## src/rtl/dfc_pkg.sv

```systemverilog
/*
 * Shared constants of the decimation filter configuration block: register
 * addresses, field positions, reset values, ratio tables and timing counts.
 * Assumes a single converter clock of 10 MHz with a modulator tick every
 * second clock.
 */
// What this block does
// - Stage select meaning depends on current filter mode.
// - Wideband: 000b preset, 111b programmable FIR coefficients.
// - Sinc: 000b fourth-order, 001b third-order first stage.
// - Ratio field bits 4:0, reset 00000b.
// - Codes 0-7: wideband, ratios 32 through 4096.
// - Wideband ratio halves per bypassed FIR section.
// - Output samples at modulator rate over ratio.
// - Codes 8-13: sinc ratios 12 to 128.
// - Codes 14-23: sinc ratios, mid-speed alternate table.
// - Codes 24-27: single sinc stage, long ratios.
// - Codes 28-31: sinc cascaded with first-order sinc.
// - Second byte at 0Ah, reset 01h, fixed layout.
// - Start delay codes give modulator period waits.
// - Order bit: 0 third FIR first, 1 recursive first.
// - Bypass bit 1 disables its section; recursive off.
// - Mid-speed is speed select 01b.
`default_nettype none
package dfc_pkg;
   localparam logic [7:0] DFC_ADDR_CTRL_ONE = 8'h09;
   localparam logic [7:0] DFC_ADDR_CTRL_TWO = 8'h0A;
   localparam logic [7:0] DFC_CTRL_ONE_RESET = 8'h00;
   localparam logic [7:0] DFC_CTRL_TWO_RESET = 8'h01;
   localparam logic [7:0] DFC_CTRL_TWO_WMASK = 8'h7F;
   localparam int DFC_SEL_MSB = 7;
   localparam int DFC_SEL_LSB = 5;
   localparam int DFC_RATIO_MSB = 4;
   localparam int DFC_DELAY_MSB = 6;
   localparam int DFC_DELAY_LSB = 4;
   localparam int DFC_ORDER_BIT = 3;
   localparam int DFC_FIR2_BIT = 2;
   localparam int DFC_FIR3_BIT = 1;
   localparam int DFC_REC_BIT = 0;
   localparam logic [2:0] DFC_SEL_PRESET = 3'h0;
   localparam logic [2:0] DFC_SEL_PROG = 3'h7;
   localparam logic [2:0] DFC_SEL_SINC4 = 3'h0;
   localparam logic [2:0] DFC_SEL_SINC3 = 3'h1;
   localparam logic [4:0] DFC_LAST_WIDEBAND = 5'h07;
   localparam logic [4:0] DFC_FIRST_MIDTAB = 5'h0E;
   localparam logic [4:0] DFC_FIRST_SINGLE = 5'h18;
   localparam logic [4:0] DFC_FIRST_CASCADE = 5'h1C;
   localparam logic [1:0] DFC_SPEED_MID = 2'h1;
   localparam int DFC_CLK_PER_MOD = 2;
   localparam int DFC_DATA_W = 24;
   localparam int DFC_FIFO_DEPTH = 32;
   localparam int DFC_OSR_W = 18;
   localparam int DFC_DLY_W = 12;

   // Ratio for each code in normal speed modes.
   localparam logic [17:0] DFC_OSR_NORMAL [0:31] = '{
      18'h0_0020, 18'h0_0040, 18'h0_0080, 18'h0_0100,
      18'h0_0200, 18'h0_0400, 18'h0_0800, 18'h0_1000,
      18'h0_000C, 18'h0_0010, 18'h0_0018, 18'h0_0020,
      18'h0_0040, 18'h0_0080, 18'h0_0100, 18'h0_014D,
      18'h0_0200, 18'h0_029B, 18'h0_0400, 18'h0_0535,
      18'h0_0800, 18'h0_0A6B, 18'h0_1000, 18'h0_14D5,
      18'h0_682B, 18'h0_7D00, 18'h1_7700, 18'h2_7100,
      18'h0_6820, 18'h0_7D00, 18'h1_7700, 18'h2_7100};
   // Ratio in mid-speed mode for codes from DFC_FIRST_MIDTAB upward.
   localparam logic [17:0] DFC_OSR_MID [0:17] = '{
      18'h0_00A7, 18'h0_0100, 18'h0_014D, 18'h0_0200,
      18'h0_029B, 18'h0_0400, 18'h0_0535, 18'h0_0800,
      18'h0_0A6B, 18'h0_1000,
      18'h0_3415, 18'h0_3E80, 18'h0_BB80, 18'h1_3880,
      18'h0_3416, 18'h0_3E80, 18'h0_BB80, 18'h1_3880};
   // Start delay per code, in modulator periods.
   localparam logic [10:0] DFC_DELAY_MOD [0:7] = '{
      11'h000, 11'h004, 11'h008, 11'h010, 11'h020, 11'h080, 11'h200, 11'h400};

   typedef enum logic [1:0] {
      DFC_IDLE  = 2'b00,
      DFC_DELAY = 2'b01,
      DFC_RUN   = 2'b10
   } dfc_state_t;
endpackage
`default_nettype wire

```

## src/rtl/dfc_stream_if.sv

```systemverilog
/*
 * Valid/ready word stream between the block and its sample FIFO.
 * Assumes both ends share one clock.
 */
`default_nettype none
interface dfc_stream_if #(parameter int WIDTH = 24);
   logic             valid;
   logic             ready;
   logic [WIDTH-1:0] data;
   modport source (output valid, output data, input ready);
   modport sink   (input valid, input data, output ready);
endinterface
`default_nettype wire

```

## src/rtl/dfc_fifo.sv

```systemverilog
/*
 * Sample FIFO with parameter width and depth; the read word comes from a
 * register. Assumes one clock and an asynchronous active-low reset.
 */
`default_nettype none
module dfc_fifo #(
   parameter int WIDTH = 24,
   parameter int DEPTH = 32
) (
   input wire logic   clock,
   input wire logic   resetn,
   dfc_stream_if.sink wr,
   dfc_stream_if.source rd
);
   localparam int AW = $clog2(DEPTH);
   logic [WIDTH-1:0] mem [0:DEPTH-1];
   logic [AW-1:0]    wptr_reg, wptr_next, rptr_reg, rptr_next;
   logic [AW:0]      count_reg, count_next;
   logic             oval_reg, oval_next;
   logic [WIDTH-1:0] odata_reg;
   logic             push, pop, load;

   // ==========================================================
   // Control
   assign wr.ready = (count_reg != (AW+1)'(DEPTH));
   assign push = wr.valid && wr.ready;
   assign load = (count_reg != '0) && (!oval_reg || rd.ready);
   assign pop  = load;
   assign rd.valid = oval_reg;
   assign rd.data  = odata_reg;

   always_comb begin
      wptr_next  = push ? wptr_reg + AW'(1) : wptr_reg;
      rptr_next  = pop ? rptr_reg + AW'(1) : rptr_reg;
      count_next = count_reg + (AW+1)'(push) - (AW+1)'(pop);
      if (load) begin
         oval_next = 1'b1;
      end else if (rd.ready) begin
         oval_next = 1'b0;
      end else begin
         oval_next = oval_reg;
      end
   end

   always_ff @(posedge clock or negedge resetn) begin
      if (!resetn) begin
         wptr_reg  <= '0;
         rptr_reg  <= '0;
         count_reg <= '0;
         oval_reg  <= 1'b0;
      end else begin
         wptr_reg  <= wptr_next;
         rptr_reg  <= rptr_next;
         count_reg <= count_next;
         oval_reg  <= oval_next;
      end
   end

   // ==========================================================
   // Storage
   always_ff @(posedge clock) begin
      if (push) begin
         mem[wptr_reg] <= wr.data;
      end
      if (load) begin
         odata_reg <= mem[rptr_reg];
      end
   end
endmodule
`default_nettype wire

```

## src/rtl/dfc_top.sv

```systemverilog
/*
 * Decimation filter configuration: the two filter control bytes, their
 * decode into mode, coefficient, stage and ratio selections, the start
 * delay, the output sample pacing and the sample FIFO.
 * Assumes the serial front end presents one-cycle register strobes and
 * the filter arithmetic presents its current result word.
 */
`default_nettype none
module dfc_top
   import dfc_pkg::*;
(
   input  wire logic                  clock,
   input  wire logic                  resetn,
   input  wire logic [7:0]            reg_addr,
   input  wire logic [7:0]            reg_wdata,
   input  wire logic                  reg_write,
   output logic      [7:0]            reg_rdata,
   input  wire logic [1:0]            speed_mode_select,
   input  wire logic                  start_request,
   input  wire logic                  stop_request,
   input  wire logic [DFC_DATA_W-1:0] filter_result,
   output logic                       sinc_mode,
   output logic                       fir_coeff_programmable,
   output logic                       sinc_third_order,
   output logic                       sinc_first_order_cascade,
   output logic                       section_order_select,
   output logic                       second_fir_bypass,
   output logic                       third_fir_bypass,
   output logic                       recursive_section_bypass,
   output logic      [DFC_OSR_W-1:0]  effective_ratio,
   output logic                       conversion_active,
   output logic                       modulator_tick,
   output logic                       sample_tick,
   output logic                       sample_overrun,
   output logic      [DFC_DATA_W-1:0] sample_data,
   output logic                       sample_valid,
   input  wire logic                  sample_ready
);
   logic [7:0]           ctrl_one_reg, ctrl_one_next;
   logic [7:0]           ctrl_two_reg, ctrl_two_next;
   logic [7:0]           rdata_reg, rdata_next;
   logic [2:0]           stage_sel;
   logic [4:0]           ratio_sel;
   logic [2:0]           delay_sel;
   logic                 mid_speed;
   logic                 sinc_mode_next;
   logic                 fir_prog_next;
   logic                 sinc3_next;
   logic                 cascade_next;
   logic [DFC_OSR_W-1:0] base_ratio;
   logic [DFC_OSR_W-1:0] ratio_next;
   logic [5:0]           flags_reg, flags_next;
   logic [DFC_OSR_W-1:0] ratio_reg;
   dfc_state_t           state_reg, state_next;
   logic [DFC_DLY_W-1:0] dly_reg, dly_next;
   logic                 phase_reg, phase_next;
   logic [DFC_OSR_W-1:0] osr_cnt_reg, osr_cnt_next;
   logic                 overrun_reg, overrun_next;
   logic                 fire;

   dfc_stream_if #(.WIDTH(DFC_DATA_W)) push_if ();
   dfc_stream_if #(.WIDTH(DFC_DATA_W)) drain_if ();

   // ==========================================================
   // Register file
   always_comb begin
      ctrl_one_next = ctrl_one_reg;
      ctrl_two_next = ctrl_two_reg;
      if (reg_write && reg_addr == DFC_ADDR_CTRL_ONE) begin
         ctrl_one_next = reg_wdata;
      end
      if (reg_write && reg_addr == DFC_ADDR_CTRL_TWO) begin
         ctrl_two_next = reg_wdata & DFC_CTRL_TWO_WMASK;
      end
      case (reg_addr)
         DFC_ADDR_CTRL_ONE: rdata_next = ctrl_one_reg;
         DFC_ADDR_CTRL_TWO: rdata_next = ctrl_two_reg;
         default:           rdata_next = 8'h00;
      endcase
   end

   always_ff @(posedge clock or negedge resetn) begin
      if (!resetn) begin
         ctrl_one_reg <= DFC_CTRL_ONE_RESET;
         ctrl_two_reg <= DFC_CTRL_TWO_RESET;
         rdata_reg    <= 8'h00;
      end else begin
         ctrl_one_reg <= ctrl_one_next;
         ctrl_two_reg <= ctrl_two_next;
         rdata_reg    <= rdata_next;
      end
   end

   assign reg_rdata = rdata_reg;

   // ==========================================================
   // Mode and ratio decode
   assign stage_sel = ctrl_one_reg[DFC_SEL_MSB:DFC_SEL_LSB];
   assign ratio_sel = ctrl_one_reg[DFC_RATIO_MSB:0];
   assign delay_sel = ctrl_two_reg[DFC_DELAY_MSB:DFC_DELAY_LSB];
   assign mid_speed = (speed_mode_select == DFC_SPEED_MID);

   always_comb begin
      sinc_mode_next = (ratio_sel > DFC_LAST_WIDEBAND);
      // Reserved stage codes fall back to the preset set or to sinc4.
      fir_prog_next  = !sinc_mode_next && (stage_sel == DFC_SEL_PROG);
      sinc3_next     = sinc_mode_next && (stage_sel == DFC_SEL_SINC3);
      cascade_next   = (ratio_sel >= DFC_FIRST_CASCADE);
      if (mid_speed && ratio_sel >= DFC_FIRST_MIDTAB) begin
         base_ratio = DFC_OSR_MID[ratio_sel - DFC_FIRST_MIDTAB];
      end else begin
         base_ratio = DFC_OSR_NORMAL[ratio_sel];
      end
      ratio_next = base_ratio;
      if (!sinc_mode_next) begin
         case ({ctrl_two_reg[DFC_FIR2_BIT], ctrl_two_reg[DFC_FIR3_BIT]})
            2'b00:   ratio_next = base_ratio;
            2'b11:   ratio_next = base_ratio >> 2;
            default: ratio_next = base_ratio >> 1;
         endcase
      end
      flags_next = {sinc_mode_next, fir_prog_next, sinc3_next, cascade_next,
                    ctrl_two_reg[DFC_ORDER_BIT], ctrl_two_reg[DFC_REC_BIT]};
   end

   always_ff @(posedge clock or negedge resetn) begin
      if (!resetn) begin
         flags_reg <= 6'h01;
         ratio_reg <= DFC_OSR_NORMAL[0];
      end else begin
         flags_reg <= flags_next;
         ratio_reg <= ratio_next;
      end
   end

   assign sinc_mode                = flags_reg[5];
   assign fir_coeff_programmable   = flags_reg[4];
   assign sinc_third_order         = flags_reg[3];
   assign sinc_first_order_cascade = flags_reg[2];
   assign section_order_select     = flags_reg[1];
   assign recursive_section_bypass = flags_reg[0];
   assign second_fir_bypass        = ctrl_two_reg[DFC_FIR2_BIT];
   assign third_fir_bypass         = ctrl_two_reg[DFC_FIR3_BIT];
   assign effective_ratio          = ratio_reg;

   // ==========================================================
   // Start delay and sample pacing
   // Samples are taken only while the FIFO can accept them; a full FIFO
   // holds the counter at its last count and flags an overrun.
   assign fire = (state_reg == DFC_RUN) && phase_reg
                 && (osr_cnt_reg >= ratio_reg - DFC_OSR_W'(1));

   always_comb begin
      state_next   = state_reg;
      dly_next     = dly_reg;
      phase_next   = !phase_reg;
      osr_cnt_next = osr_cnt_reg;
      overrun_next = overrun_reg && !start_request;
      case (state_reg)
         DFC_IDLE: begin
            phase_next = 1'b0;
            if (start_request) begin
               osr_cnt_next = '0;
               dly_next = DFC_DLY_W'(DFC_DELAY_MOD[delay_sel]) * DFC_DLY_W'(DFC_CLK_PER_MOD);
               state_next = (delay_sel == 3'h0) ? DFC_RUN : DFC_DELAY;
            end
         end
         DFC_DELAY: begin
            phase_next = 1'b0;
            if (dly_reg <= DFC_DLY_W'(1)) begin
               state_next = DFC_RUN;
            end else begin
               dly_next = dly_reg - DFC_DLY_W'(1);
            end
         end
         DFC_RUN: begin
            if (phase_reg) begin
               if (fire) begin
                  if (push_if.ready) begin
                     osr_cnt_next = '0;
                  end else begin
                     overrun_next = 1'b1;
                  end
               end else begin
                  osr_cnt_next = osr_cnt_reg + DFC_OSR_W'(1);
               end
            end
         end
         default: state_next = DFC_IDLE;
      endcase
      if (stop_request) begin
         state_next = DFC_IDLE;
      end
   end

   always_ff @(posedge clock or negedge resetn) begin
      if (!resetn) begin
         state_reg   <= DFC_IDLE;
         dly_reg     <= '0;
         phase_reg   <= 1'b0;
         osr_cnt_reg <= '0;
         overrun_reg <= 1'b0;
      end else begin
         state_reg   <= state_next;
         dly_reg     <= dly_next;
         phase_reg   <= phase_next;
         osr_cnt_reg <= osr_cnt_next;
         overrun_reg <= overrun_next;
      end
   end

   assign conversion_active = (state_reg == DFC_RUN);
   assign modulator_tick    = conversion_active && phase_reg;
   assign sample_tick       = fire && push_if.ready;
   assign sample_overrun    = overrun_reg;

   // ==========================================================
   // Sample FIFO
   assign push_if.valid  = sample_tick;
   assign push_if.data   = filter_result;
   assign drain_if.ready = sample_ready;
   assign sample_valid   = drain_if.valid;
   assign sample_data    = drain_if.data;

   dfc_fifo #(
      .WIDTH(DFC_DATA_W),
      .DEPTH(DFC_FIFO_DEPTH)
   ) u_fifo (
      .clock (clock),
      .resetn(resetn),
      .wr    (push_if.sink),
      .rd    (drain_if.source)
   );
endmodule
`default_nettype wire

```

## config.mk

```make
export PLATFORM = sky130hd
export DESIGN_NAME = dfc_top
export DESIGN_NICKNAME = d
export VERILOG_FILES = /design/src/rtl/dfc_pkg.sv /design/src/rtl/dfc_stream_if.sv /design/src/rtl/dfc_fifo.sv /design/src/rtl/dfc_top.sv
export SDC_FILE = /design/constraint.sdc
export NUM_CORES = 1
export LEC_CHECK = 0
export BUFFER_PORTS_ARGS = -buffer_cell sky130_fd_sc_hd__buf_2
export CORE_ASPECT_RATIO = 0.8
export CORE_MARGIN = 4
export CORE_UTILIZATION = 62
export CTS_BUF_LIST = sky130_fd_sc_hd__clkbuf_4 sky130_fd_sc_hd__clkbuf_8 sky130_fd_sc_hd__clkbuf_16
export CTS_CLUSTER_DIAMETER = 150
export DETAILED_ROUTE_END_ITERATION = 10
export GPL_TIMING_DRIVEN = 0
export PLACE_DENSITY = 0.79
export SYNTH_ARGS = -nofsm -noshare
export SYNTH_HDL_FRONTEND = slang
export SYNTH_HIERARCHICAL = 1
export SYNTH_SLANG_ARGS = --single-unit
```

## constraint.sdc

```tcl
create_clock -name clock -period 6.2 [get_ports clock]
set_clock_uncertainty 0.05 [all_clocks]
set_input_delay 0.62 -clock clock [delete_from_list [all_inputs] [get_ports clock]]
set_output_delay 0.62 -clock clock [all_outputs]
set_load 0.02 [all_outputs]
```

==> results.txt <==
The run finished with clean final reports. Setup violations remaining at the end of the flow were counted as 0. The number of buffers between clock root and the deepest sink came out at 3. Clock tree synthesis found a total of 890 sinks. The post-layout instance area came out at 41400 um^2. The buffer type at the clock tree root is sky130_fd_sc_hd__clkbuf_16. The number of failing hold endpoints at the final stage is 0.

The share of post-route cells with drive strength above 1 is 0.221. In this run the power density over the cells is approximately 400 nW/um^2. The proportion of synthesized flip-flops having asynchronous set or reset is 0.110. The sequential cell area fraction in the yosys report is 0.720. The core region is between 50000 and 60000 um^2. The count of buffers added on input and output ports is 110. The post-detailed-routing wire length is 93700 um. Dividing the detail-routed wire length by the instance count gives 30.7 um. The finished layout holds between 3000 and 4000 standard cells, fillers aside.

The routed via count is 21100. After detailed routing, the met2 layer carries 43500 um of wire. The number of nets handed over by synthesis was 2085. The count of H-tree levels built during CTS is 3.

In the detailed route, the total length drawn on met3 is 11300 um. The worst hold path was traced through 2 stages. After detailed routing, the number of remaining DRC violations is 0. The actual transition at the worst max-transition pin is around 1.1 ns. The netlist uses 85 different library cells. For the worst-skew pair, the clock arrives at the later sink with an insertion delay of 0.64 ns. The number of flip-flops in the largest register is 768. For this block, wires on met1 add up to 35300 um.

The largest net degree at the start of global routing is 60. The achievable clock frequency is about 160 MHz. The total overflow left after global routing is 0. The CTS buffer count is 83. Before antenna repair, the detailed router went through 5 iterations. The worst slew margin relative to its limit is 0.291. The worst-case register-to-register setup slack is 0.09 ns. In this run the critical register-to-register path is launched from effective_ratio[9]$_DFF_PN0_. Leaving out fill and tap cells, the most frequent cells in the layout are sky130_fd_sc_hd__edfxtp_1, sky130_fd_sc_hd__buf_2, sky130_fd_sc_hd__mux4_2, sky130_fd_sc_hd__mux2i_1, sky130_fd_sc_hd__dfrtp_1. The number of warnings printed during yosys synthesis came out at 6. The total routing resource utilization after global routing came out at 0.294. The number of flops mapped to enable cells by yosys came out at 792.

The shortest clock period the worst path allows after layout is 6.11 ns. The vertical extent of the die is 225 um. TritonCTS built the clock tree. The number of nets in the layout is 2315.

The endpoint identified for the worst register-to-register timing path is u_fifo/mem[27][2]$_DFFE_PP_. The via count of the first global-routing pass came to 20200. The setup path with the least slack is of type reg -> reg. The worst hold path begins at sample_ready. The count of fill cells added during filler insertion came out at between 3000 and 4000. The growth of design area from synthesis to finish is 13.7%. The top fanout value on the critical path is 13.

The synthesized area came out at 36400 um^2. For the worst setup path, the data arrival time is about 6.4 ns. The worst setup path is launched from a flip-flop.

In this run the worst hold path is classified as in -> reg. The max-cap check violation count is 0. The worst-case hold path end point is u_fifo/rd.valid$_DFFE_PN0P_. The fraction of the core area covered by cells at the end of the flow came out at 0.713. The initial antenna violation count came out at 5. The die width came out at 279 um.

The number of top-level pins came out at between 100 and 150. For this block, the initial DRC count from the detailed router was 3259. Once detailed placement completed, the half-perimeter wirelength came to 57800 um. The global-route wire length before repair came out at around 130000 um. The pre-CTS setup slack is -0.0768 ns. u_fifo/mem holds more flip-flops than any other register. The die outline area is between 60000 and 70000 um^2.

Dividing the final minimum period by the clock period gives 0.985. The number of cell rows came out at 79. Hold is met by approximately 0.14 ns. In the synthesized netlist the dominant register cell turns out to be sky130_fd_sc_hd__edfxtp_1. STA classifies the critical path endpoint as a flip-flop. The initial standard-cell utilization of the core is 0.627. The number of max-slew violations in the final report is 0. The clock transition at the registers of the reported paths came out at 0.06 ns. The synthesis-stage register bit count is 890. Leaving out fill and tap cells, the most frequent cell in the layout is sky130_fd_sc_hd__edfxtp_1. The instance area after placement is 38500 um^2. Routability-driven placement finished with a final weighted congestion of 0.894. The worst-case setup margin in the final layout came out at 0.0922 ns.

The top layer used by detailed routing is met5. The total placed cells including tap cells came out at 2887. The leakage power total is 14.5 nW. The number of instances in the synthesized netlist is 1988. The number of routed nets with antenna violations is 0. Averaged over all synthesized cells, the footprint is 18.3 um^2.

Setup repair after global routing could not meet its margin everywhere. The cell count of the worst reg-to-reg path came out at 16. The detailed-route vias per instance is 6.89. The required time reported for the critical path endpoint is 6.48 ns.

The maximum VDD drop came out at a little over 0.3 mV.
[critical path: stages, from the launching register on]
cell	delay, ns
sky130_fd_sc_hd__dfrtp_1	0.44
sky130_fd_sc_hd__or4_1	0.60
sky130_fd_sc_hd__nor3_1	0.28
sky130_fd_sc_hd__nand2_1	0.19
sky130_fd_sc_hd__nor3_1	0.26
sky130_fd_sc_hd__xnor2_1	0.15
sky130_fd_sc_hd__ha_1	0.32
sky130_fd_sc_hd__nand4_1	0.11
sky130_fd_sc_hd__nor3_1	0.33
sky130_fd_sc_hd__nand4_1	0.19
sky130_fd_sc_hd__o211ai_4	0.34
sky130_fd_sc_hd__buf_2	0.29
sky130_fd_sc_hd__and3_1	0.32
sky130_fd_sc_hd__nand3_1	0.25
sky130_fd_sc_hd__clkbuf_1	0.51
sky130_fd_sc_hd__nor2_2	0.90
sky130_fd_sc_hd__buf_16	0.24
[cells in the mapped netlist, drive strengths merged (11+ instances only)]
| cell type | count | area [um^2] |
|---|---|---|
| edfxtp | 792 | 23800 |
| mux4 | 144 | 3370 |
| dfrtp | 95 | 2380 |
| inv | 40 | 150 |
| xnor2 | 22 | 193 |
| nand2 | 74 | 278 |
| dlygate4sd1 | 13 | 114 |
| and2 | 11 | 68.8 |
| mux2i | 101 | 1010 |
| buf | 57 | 500 |
| mux2 | 20 | 225 |
| nor3 | 34 | 170 |
| ha | 48 | 601 |
| a22oi | 30 | 225 |
| nand3 | 20 | 100 |
| a211oi | 49 | 368 |
| o22ai | 32 | 200 |
| nand4 | 12 | 75.1 |
| nor2 | 72 | 273 |
| o221ai | 33 | 289 |
| a21oi | 52 | 260 |
| a221o | 16 | 160 |
| a22o | 35 | 307 |
| o21ai | 42 | 210 |
| clkbuf | 29 | 128 |
[power breakdown]
group          internal [W]  leakage, nW  switching (W)
Combinational       0.00188         4.68        0.00288
Clock               0.00276         1.32        0.00215
Sequential          0.00674         8.45      0.0000992
Total                0.0114         14.5        0.00513
[layout make-up]
class / instances / area, um^2 / share of cell area
buffer: 101 / 771 / 0.0186
tap: 769 / 962 / 0.0232
clock inverter: 40 / 270 / 0.00652
clock buffer: 110 / 2350 / 0.0567
multi-input combinational: 967 / 9660 / 0.233
sequential: 890 / 26200 / 0.633
antenna: 2 / 5.00 / 0.000121
inverter: 40 / 150 / 0.00362
timing repair buffer: 135 / 1030 / 0.0249
[stage by stage]
step / power (W) / TNS, ns
floorplan: 0.00995 / 0
global placement: 0.0114 / -408.82
detailed placement: 0.0115 / -4.64
CTS: 0.0164 / -7.89
global route: 0.0170 / -3.80
finish: 0.0165 / 0
[layer usage]
metal / vias to the layer above / track usage
met1: 10700 / 0.423
met3: 215 / 0.0758
met5: - / 0
met2: 1487 / 0.446
met4: 4 / 0.104
li1: 8616 / -
[cells by family after synthesis]
logic type	share of synthesized area
DFF	0.720
and+or+nand+nor	0.0383
muxes	0.126
xor gates and xnor gates	0.00790
buffers and inverters	0.0254
AOI/OAI and AO/OA	0.0651
adders and majority gates	0.0170
[how the worst max path moves through the flow]
stage	start	end	slack (ns)	cells after the start
floorplan	effective_ratio[9]$_DFF_PN0_	u_fifo/mem[30][0]$_DFFE_PP_	0.80	16
global placement	effective_ratio[9]$_DFF_PN0_	u_fifo/mem[8][18]$_DFFE_PP_	-0.75	16
detailed placement	effective_ratio[9]$_DFF_PN0_	u_fifo/mem[12][10]$_DFFE_PP_	-0.08	17
CTS	effective_ratio[9]$_DFF_PN0_	u_fifo/mem[12][12]$_DFFE_PP_	-0.09	17
global route	effective_ratio[9]$_DFF_PN0_	u_fifo/mem[27][22]$_DFFE_PP_	-0.13	16
finish	effective_ratio[9]$_DFF_PN0_	u_fifo/mem[27][2]$_DFFE_PP_	0.09	16
[timing repair]
action | in CTS | in global routing
cloned | 0 | 11
setup endpoints to repair | 103 | 730
pin swaps | 2 | 13
resized for setup | 3 | 28
hold buffers | 1 | 0
endpoints found under the hold margin | 37 | 0
buffers inserted | 0 | 4
Note: power is estimated with default switching activity, not from simulation.
